<file path="src/verilog/adcsq_pkg.sv">
// adcsq_pkg: constants and types shared by the converter sequencer files
package adcsq_pkg;
  // converter control register fields
  localparam int CTL_ON = 0;  // converter power on
  localparam int CTL_DONE = 1;  // completion flag
  localparam int CTL_GO = 2;  // go / busy flag
  localparam int CTL_CH_LO = 3;  // channel field low bit
  localparam int CTL_CH_HI = 4;  // channel field high bit
  localparam int CTL_CS_LO = 6;  // clock select low bit
  localparam int CTL_CS_HI = 7;  // clock select high bit
  localparam logic [7:0] CTL_RESET = 8'h00;
  // interrupt control register fields
  localparam int INT_IE = 6;  // converter interrupt enable
  localparam int INT_GIE = 7;  // global interrupt enable
  localparam logic [7:0] INT_RESET = 8'h00;
  // port configuration register
  localparam int CFG_LO = 0;  // pin_cfg_field_lo position
  localparam int CFG_HI = 1;  // pin_cfg_field_hi position
  localparam logic [7:0] CFG_RESET = 8'h00;
  localparam logic [7:0] RES_RESET = 8'h00;
  // analog pin masks per configuration code
  localparam logic [3:0] CFG_MASK_0 = 4'hF;
  localparam logic [3:0] CFG_MASK_1 = 4'h7;
  localparam logic [3:0] CFG_MASK_2 = 4'h3;
  localparam logic [3:0] CFG_MASK_3 = 4'h0;
  // clock select codes and divide ratios
  localparam logic [1:0] CS_DIV2 = 2'h0;
  localparam logic [1:0] CS_DIV8 = 2'h1;
  localparam logic [1:0] CS_DIV32 = 2'h2;
  localparam logic [1:0] CS_RC = 2'h3;
  localparam logic [4:0] DIV2_LAST = 5'h01;
  localparam logic [4:0] DIV8_LAST = 5'h07;
  localparam logic [4:0] DIV32_LAST = 5'h1F;
  // index of the first decided bit, counted down to zero (eight decisions)
  localparam logic [2:0] LAST_BIT = 3'h7;
  // sequencer states
  typedef enum logic {ADCSQ_TRACK, ADCSQ_CONV} adcsq_state_t;
endpackage

</file>
<file path="src/verilog/adcsq_tad_gen.sv">
// adcsq_tad_gen: conversion clock enable from core divider or rc oscillator
`timescale 1ns/1ps
module adcsq_tad_gen
  import adcsq_pkg::*;
(
  // clock and reset
  input wire logic ref_clk,
  input wire logic arst_n,
  // control
  input wire logic run,
  input wire logic [1:0] clk_sel,
  input wire logic rc_rise,
  // one-cycle conversion clock enable
  output logic tad_tick
);
  logic [4:0] cnt_r;  // divider count
  logic [4:0] last;  // terminal count for the selected ratio

  always_comb begin
    case (clk_sel)
      CS_DIV2: last = DIV2_LAST;
      CS_DIV8: last = DIV8_LAST;
      CS_DIV32: last = DIV32_LAST;
      default: last = DIV32_LAST;
    endcase
  end

  // tick on terminal count or rc edge
  always_comb begin
    if (!run) begin
      tad_tick = 1'b0;
    end else if (clk_sel == CS_RC) begin
      tad_tick = rc_rise;
    end else begin
      tad_tick = (cnt_r == last);
    end
  end

  // divider counter, held clear while idle so each conversion starts aligned
  always_ff @(posedge ref_clk or negedge arst_n) begin
    if (!arst_n) begin
      cnt_r <= 5'h00;
    end else if (!run || cnt_r == last) begin
      cnt_r <= 5'h00;
    end else begin
      cnt_r <= cnt_r + 5'h01;
    end
  end
endmodule

</file>
<file path="src/verilog/adcsq_top.sv">
// adcsq_top: converter sequencer, result store and shared pin configuration
`timescale 1ns/1ps
module adcsq_top
  import adcsq_pkg::*;
(
  // clock and reset
  input wire logic ref_clk,
  input wire logic arst_n,
  // converter control register access
  input wire logic ctrl_wr,
  input wire logic [7:0] ctrl_wdata,
  output logic [7:0] ctrl_rdata,
  // port configuration register access
  input wire logic cfg_wr,
  input wire logic [7:0] cfg_wdata,
  output logic [7:0] cfg_rdata,
  // interrupt control register access
  input wire logic intc_wr,
  input wire logic [7:0] intc_wdata,
  output logic [7:0] intc_rdata,
  // result register access
  input wire logic res_wr,
  input wire logic [7:0] res_wdata,
  output logic [7:0] res_rdata,
  // core status and requests
  input wire logic core_sleep,
  output logic irq,
  output logic wake,
  // analog front end
  input wire logic rc_osc,
  input wire logic comp_hi,
  output logic [7:0] dac_code,
  output logic [1:0] mux_chan,
  output logic hold,
  // shared analog pins
  input wire logic [3:0] shared_analog_pins_in,
  input wire logic [3:0] port_latch,
  input wire logic [3:0] port_dir_in,
  output logic [3:0] shared_analog_pins_out,
  output logic [3:0] shared_analog_pins_oe,
  output logic [3:0] port_read
);
  ////////////////////////////////////////////////////////////////////////////
  // declarations
  adcsq_state_t state_r;  // tracking or converting
  logic [7:0] ctrl_r;  // converter_control_reg
  logic [7:0] cfg_r;  // port_analog_config_reg
  logic [7:0] intc_r;  // interrupt_control_reg
  logic [7:0] res_r;  // result register
  logic [7:0] trial_r;  // successive approximation trial code
  logic [2:0] bit_r;  // bit under decision
  logic [1:0] conv_chan_r;  // channel locked for this conversion
  logic [1:0] mux_chan_r;  // channel driven to the mux
  logic hold_r;  // sampling switch open
  logic irq_r;  // interrupt request
  logic wake_r;  // wake request
  logic [3:0] pin_s1_r;  // pin synchroniser first stage
  logic [3:0] pin_s2_r;  // pin synchroniser second stage
  logic [3:0] port_read_r;  // port read value
  logic [3:0] pin_out_r;  // pin output value
  logic [3:0] pin_oe_r;  // pin output enable
  logic rc_s1_r;  // rc synchroniser first stage
  logic rc_s2_r;  // rc synchroniser second stage
  logic rc_s3_r;  // rc edge history
  logic tad_tick;  // conversion clock enable
  logic start;  // conversion begins
  logic abort;  // conversion dropped
  logic finish;  // last decision taken
  logic [7:0] decided;  // trial after this decision
  logic [7:0] onehot_next;  // next bit to try
  logic [3:0] analog_mask;  // pins configured analog

  // analog mask per configuration code
  function automatic logic [3:0] cfg_mask(input logic [1:0] code);
    case (code)
      2'h0: cfg_mask = CFG_MASK_0;
      2'h1: cfg_mask = CFG_MASK_1;
      2'h2: cfg_mask = CFG_MASK_2;
      default: cfg_mask = CFG_MASK_3;
    endcase
  endfunction

  ////////////////////////////////////////////////////////////////////////////
  // sequencing terms

  // go start needs power already on
  assign start = ctrl_wr && ctrl_wdata[CTL_GO] && ctrl_wdata[CTL_ON] && ctrl_r[CTL_ON]
                 && state_r == ADCSQ_TRACK;
  assign abort = state_r == ADCSQ_CONV && ctrl_wr
                 && (!ctrl_wdata[CTL_GO] || !ctrl_wdata[CTL_ON]);
  assign finish = state_r == ADCSQ_CONV && tad_tick && bit_r == 3'h0 && !abort;
  // keep the trial bit if the input is at or above the trial level
  assign decided = comp_hi ? trial_r : (trial_r & ~(8'h01 << bit_r));
  assign onehot_next = 8'h01 << (bit_r - 3'h1);
  assign analog_mask = cfg_mask(cfg_r[CFG_HI:CFG_LO]);

  // conversion clock divider
  adcsq_tad_gen adcsq_tad_gen_i (
    .ref_clk(ref_clk),
    .arst_n(arst_n),
    .run(state_r == ADCSQ_CONV),
    .clk_sel(ctrl_r[CTL_CS_HI:CTL_CS_LO]),
    .rc_rise(rc_s2_r && !rc_s3_r),
    .tad_tick(tad_tick)
  );

  ////////////////////////////////////////////////////////////////////////////
  // synchronisers

  // rc oscillator pin, edge taken from the second stage onward
  always_ff @(posedge ref_clk or negedge arst_n) begin
    if (!arst_n) begin
      rc_s1_r <= 1'b0;
      rc_s2_r <= 1'b0;
      rc_s3_r <= 1'b0;
    end else begin
      rc_s1_r <= rc_osc;
      rc_s2_r <= rc_s1_r;
      rc_s3_r <= rc_s2_r;
    end
  end

  // shared pin inputs
  always_ff @(posedge ref_clk or negedge arst_n) begin
    if (!arst_n) begin
      pin_s1_r <= 4'h0;
      pin_s2_r <= 4'h0;
    end else begin
      pin_s1_r <= shared_analog_pins_in;
      pin_s2_r <= pin_s1_r;
    end
  end

  ////////////////////////////////////////////////////////////////////////////
  // registers written by firmware

  // control register; hardware completion wins over a same-cycle write
  always_ff @(posedge ref_clk or negedge arst_n) begin
    if (!arst_n) begin
      ctrl_r <= CTL_RESET;
    end else begin
      if (ctrl_wr) begin
        ctrl_r <= ctrl_wdata;
        // go held only with power on
        ctrl_r[CTL_GO] <= ctrl_wdata[CTL_GO] && ctrl_wdata[CTL_ON]
                          && (ctrl_r[CTL_ON] || state_r == ADCSQ_CONV);
      end
      if (finish) begin
        ctrl_r[CTL_GO] <= 1'b0;
        ctrl_r[CTL_DONE] <= 1'b1;
      end
    end
  end

  // port configuration and interrupt control
  always_ff @(posedge ref_clk or negedge arst_n) begin
    if (!arst_n) begin
      cfg_r <= CFG_RESET;
      intc_r <= INT_RESET;
    end else begin
      if (cfg_wr) begin
        cfg_r <= cfg_wdata;
      end
      if (intc_wr) begin
        intc_r <= intc_wdata;
      end
    end
  end

  // result written by hardware only at end
  always_ff @(posedge ref_clk or negedge arst_n) begin
    if (!arst_n) begin
      res_r <= RES_RESET;
    end else if (finish) begin
      // new value present as go clears
      res_r <= decided;
    end else if (res_wr) begin
      res_r <= res_wdata;
    end
  end

  ////////////////////////////////////////////////////////////////////////////
  // conversion sequencer

  // state and successive approximation
  always_ff @(posedge ref_clk or negedge arst_n) begin
    if (!arst_n) begin
      state_r <= ADCSQ_TRACK;
      trial_r <= 8'h00;
      bit_r <= LAST_BIT;
      conv_chan_r <= 2'h0;
    end else begin
      case (state_r)
        ADCSQ_TRACK: begin
          if (start) begin
            state_r <= ADCSQ_CONV;
            trial_r <= 8'h80;
            bit_r <= LAST_BIT;
            conv_chan_r <= ctrl_wdata[CTL_CH_HI:CTL_CH_LO];
          end
        end
        ADCSQ_CONV: begin
          if (abort || finish) begin
            state_r <= ADCSQ_TRACK;
          end else if (tad_tick) begin
            trial_r <= decided | onehot_next;
            bit_r <= bit_r - 3'h1;
          end
        end
        default: state_r <= ADCSQ_TRACK;
      endcase
    end
  end

  // mux channel and hold switch
  always_ff @(posedge ref_clk or negedge arst_n) begin
    if (!arst_n) begin
      mux_chan_r <= 2'h0;
      hold_r <= 1'b0;
    end else if (start) begin
      mux_chan_r <= ctrl_wdata[CTL_CH_HI:CTL_CH_LO];
      hold_r <= 1'b1;
    end else if (state_r == ADCSQ_CONV && !abort && !finish) begin
      mux_chan_r <= conv_chan_r;
      hold_r <= 1'b1;
    end else begin
      mux_chan_r <= ctrl_r[CTL_CH_HI:CTL_CH_LO];
      hold_r <= 1'b0;
    end
  end

  // interrupt and wake requests
  always_ff @(posedge ref_clk or negedge arst_n) begin
    if (!arst_n) begin
      irq_r <= 1'b0;
      wake_r <= 1'b0;
    end else begin
      irq_r <= ctrl_r[CTL_DONE] && intc_r[INT_IE] && intc_r[INT_GIE];
      // completion with enable wakes sleeping core
      wake_r <= ctrl_r[CTL_DONE] && intc_r[INT_IE] && core_sleep;
    end
  end

  ////////////////////////////////////////////////////////////////////////////
  // shared pins

  always_ff @(posedge ref_clk or negedge arst_n) begin
    if (!arst_n) begin
      port_read_r <= 4'h0;
      pin_out_r <= 4'h0;
      pin_oe_r <= 4'h0;
    end else begin
      port_read_r <= pin_s2_r & ~analog_mask;
      // driver follows direction regardless of mode
      pin_out_r <= port_latch;
      pin_oe_r <= ~port_dir_in;
    end
  end

  // outputs straight from flops
  assign ctrl_rdata = ctrl_r;
  assign cfg_rdata = cfg_r;
  assign intc_rdata = intc_r;
  assign res_rdata = res_r;
  assign irq = irq_r;
  assign wake = wake_r;
  assign dac_code = trial_r;
  assign mux_chan = mux_chan_r;
  assign hold = hold_r;
  assign shared_analog_pins_out = pin_out_r;
  assign shared_analog_pins_oe = pin_oe_r;
  assign port_read = port_read_r;
endmodule

</file>
<file path="config.mk">
export PLATFORM = sky130hd
export DESIGN_NAME = adcsq_top
export DESIGN_NICKNAME = d
export VERILOG_FILES = /design/src/verilog/adcsq_pkg.sv /design/src/verilog/adcsq_tad_gen.sv /design/src/verilog/adcsq_top.sv
export SDC_FILE = /design/constraint.sdc
export NUM_CORES = 1
export LEC_CHECK = 0
export ABC_AREA = 0
export ABC_CLOCK_PERIOD_IN_PS = 2100
export BUFFER_PORTS_ARGS = -buffer_cell sky130_fd_sc_hd__buf_2
export CORE_MARGIN = 4
export CORE_UTILIZATION = 30
export DETAILED_ROUTE_END_ITERATION = 16
export SLEW_MARGIN = 20
export SYNTH_ARGS = -nofsm -noshare
export SYNTH_HDL_FRONTEND = slang
export SYNTH_SLANG_ARGS = --single-unit
</file>
<file path="constraint.sdc">
create_clock -name ref_clk -period 2.1 [get_ports ref_clk]
set_input_delay 0.42 -clock ref_clk [delete_from_list [all_inputs] [get_ports ref_clk]]
set_output_delay 0.42 -clock ref_clk [all_outputs]
set_load 0.01 [all_outputs]
</file>
==> summary.txt <==
Logic synthesis
  – Post-synth top area cell: dfrtp_1
  – Post-synthesis mux area share: 0.158
  – Area contributors post-synth: dfrtp_1, mux2_2, mux2i_1
  – Mapped Area: 3290 um2
  – Syn_nets: 324
  – Adder-cell share of the synthesized area: 0.0266
  – Synth async-reset ratio: 1.00
  – Main synth FF type: dfrtp_1
  – Post-Synth Simple-Gate Area: 0.109
  – Post-synthesis compound-gate area fraction: 0.0725
  – Yosys cell types: 45
  – Mean Syn Cell Area: 12.5 um2
  – Post-synthesis sequential area ratio: 0.601
  – Largest family of logic cells by synthesized area: multiplexers
  – Post-synth top area share: 0.577
  – Post-synth EDFFs: 0
  – Synth Register Bits: 79
  – Gate Count Post-Synth: 264
  – XOR/XNOR share of the synthesized area: 0.0133
  – YS warnings: 0

STA
  – Max frequency: 508 MHz
  – Pins over their slew limit: 0
  – Hold Violations, Final: 0
  – Final Cycle Share: 0.937
  – RSZ-0062 raised after global routing: false
  – Setup TNS Final: 0 ps
  – Final setup vio count: 0
  – Clock Skew: 8.56 ps
  – Clock period minus worst slack: 1970 ps
  – Tightest Pin Transition: 407 ps
  – Rel. slew slack: 0.727

Routing
  – DR WL met3: 578 um
  – Met2 Wirelength: 3.69 mm
  – Post-route ant nets: 0
  – Routed via count: 2438
  – Overall routed net length: 7.72 mm
  – Residual DRC: 0
  – DRT iter0 DRCs: 64
  – Vias per cell: 4.57
  – Max layer used: met4
  – Wire length per cell: 14.5 um
  – Pre-antenna DRT Iters: 4
  – Met1 Routed Length: 3.41 mm

Pwr
  – Clock Power Share: 0.357
  – Pwr dens: 877 nW/um2
  – Logic pwr share: 0.174
  – Sequential power share: 0.469
  – Switching Fraction: 0.270
  – Static Leakage: 2.18 nW
  – Sw Pwr: 0.00103 W
  – Max VDD drop: 431 uV
  – Pint: 0.00279 W

Final layout
  – Final net count: 452
  – Commonest non-fill, non-tap cell in the layout: buf_2
  – Cell Count, Final, Fillers Out: 533
  – Most frequent cells in the layout: buf_2, dfrtp_1, nand2_1
  – Layout cell share with drive strength beyond 1: 0.448
  – Area growth, synth to finish: 32.4%
  – ANT cells: 0

Critical path
  – CP max FO: 8
  – CP Capture Type: register
  – Reg2reg path depth: 6
  – CP Launch Type: register
  – Crit Path Category: register to register
  – Worst Path Required: 2330 ps
  – Worst endpoint data arrival time: 2200 ps

Global route
  – First-pass GRT wire length: 12.7 mm
  – Largest net degree at the start of global routing: 53
  – Vias in the first global route: 2544
  – Gr usage total: 0.126
  – Initial antenna violation count: 0
  – GRT Residual Overflow: 0

Hold path
  – Hold path depth: 1
  – Worst min path class: input pin to register

Clock tree
  – Clk root buf: clkbuf_8
  – Clock Latency Late Sink: 340 ps
  – CTS tree: yes
  – Clk sinks: 79
  – Maximum clock insertion buffer count: 2
  – Htree depth: 3
  – Clock-pin slew on the worst setup and hold paths: 80 ps
  – CTS buffer count: 9
  – Setup Fix Bufs, Post-CTS: 0

Floorplanning
  – CORE AREA: 10500 um2
  – Die X-Extent: 113 um
  – Die H: 113 um
  – Row cnt: 37
  – Boundary Pins: 110
  – Starting Density: 0.313
  – Die Footprint: 12700 um2

Placed design
  – IO Port Bufs: 109
  – Placed cells: 516
  – HPWL after DPL: 5.90 mm
  – Routability Congestion: 0.782

Outcome
  – Outcome: completed

Flow run
  – Max_cap viols: 0
==> cells in the mapped netlist (3+ instances only) <==
master and instances:
a21boi_0 4, nor3_1 5, a21oi_1 4, nor2b_1 5, o21ai_0 3, nand3_1 7, dfstp_2 3, and3_1 6
mux2_2 29, a211oi_1 3, clkbuf_1 4, a22oi_1 3, nand2_1 32, dfrtp_1 76, inv_1 6, nand2b_1 3
or3_1 3, xor2_1 3, ha_1 7, nor2_1 13, mux2i_1 18
==> registers in the layout, summed over array words and instances (netlist names), 5 cells and up <==
register,flops
intc_rdata,8
adcsq_tad_gen_i.cnt_r,5
cfg_rdata,8
res_rdata,8
ctrl_rdata,8
dac_code,8
==> power by group through the flow <==
| stage | combinational [W] | clock (W) | sequential [W] |
|---|---|---|---|
| 2_1_floorplan | 0.000331 | 0 | 0.00185 |
| 3_3_place_gp | 0.000664 | 0 | 0.00182 |
| 3_5_place_dp | 0.000677 | 0 | 0.00183 |
| 4_1_cts | 0.000682 | 0.00141 | 0.00180 |
| 5_1_grt | 0.000741 | 0.00148 | 0.00182 |
| 6_report | 0.000664 | 0.00137 | 0.00179 |
==> cells by family after synthesis <==
family / after synthesis
fa+ha+maj: 7
mux: 48
compound gates: 33
xor+xnor: 5
buf+inv: 14
flops: 79
simple gates: 78
==> metal layers <==
| layer | vias to the layer above | GRT usage |
|---|---|---|
| met2 | 82 | 0.201 |
| met4 | 0 | 0.0361 |
| li1 | 1184 | - |
| met3 | 2 | 0.0460 |
| met5 | - | 0 |
| met1 | 1170 | 0.161 |
==> critical path, stage by stage (launching register included) <==
cell and delay (ps):
dfrtp_1 410, a21boi_1 140, o22a_1 210, o31a_1 350, or3_1 420, buf_4 210, mux2i_1 120
==> area by class of cell <==
class / instances / area [um2]
flip-flops and latches: 79 / 1980
clock inverters: 7 / 120
clock buffers: 9 / 124
repair buffers: 125 / 683
fillers: 1030 / 6150
multi-input cells: 171 / 1260
inverters: 6 / 22.5
well taps: 136 / 170
==> path summary, 6_finish.rpt <==
kind,start,end,slack [ps]
setup / recovery,adcsq_tad_gen_i.cnt_r[2]$_DFF_PN0_,res_rdata[2]$_DFFE_PN0P_,130
hold / removal,rc_osc,rc_s1_r$_DFF_PN0_,180
setup reg to reg,adcsq_tad_gen_i.cnt_r[2]$_DFF_PN0_,res_rdata[2]$_DFFE_PN0P_,130
hold reg to reg,rc_s1_r$_DFF_PN0_,rc_s2_r$_DFF_PN0_,350
max in group asynchronous,arst_n,bit_r[2]$_DFFE_PN1P_,930
min in group asynchronous,arst_n,dac_code[4]$_DFFE_PN0P_,530
==> what timing repair did <==
action / 4_1_cts / 5_1_grt
gates resized for setup: 0 / 3
hold endpoints to repair: 27 / 0
setup endpoints to repair: 0 / 11
hold buffers: 1 / 0
==> through the flow <==
stage	hold slack [ps]	utilization	total power (W)	cell area, um2	setup slack, ps
floorplan	124	-	0.00218	3300	20.2
global placement	336	0.391	0.00248	4110	173
detailed placement	336	0.391	0.00250	4110	125
CTS	154	0.415	0.00389	4360	110
global route	139	0.415	0.00404	4360	8.10
finish	180	0.415	0.00382	4360	132
(Power assumes the default switching activity.)
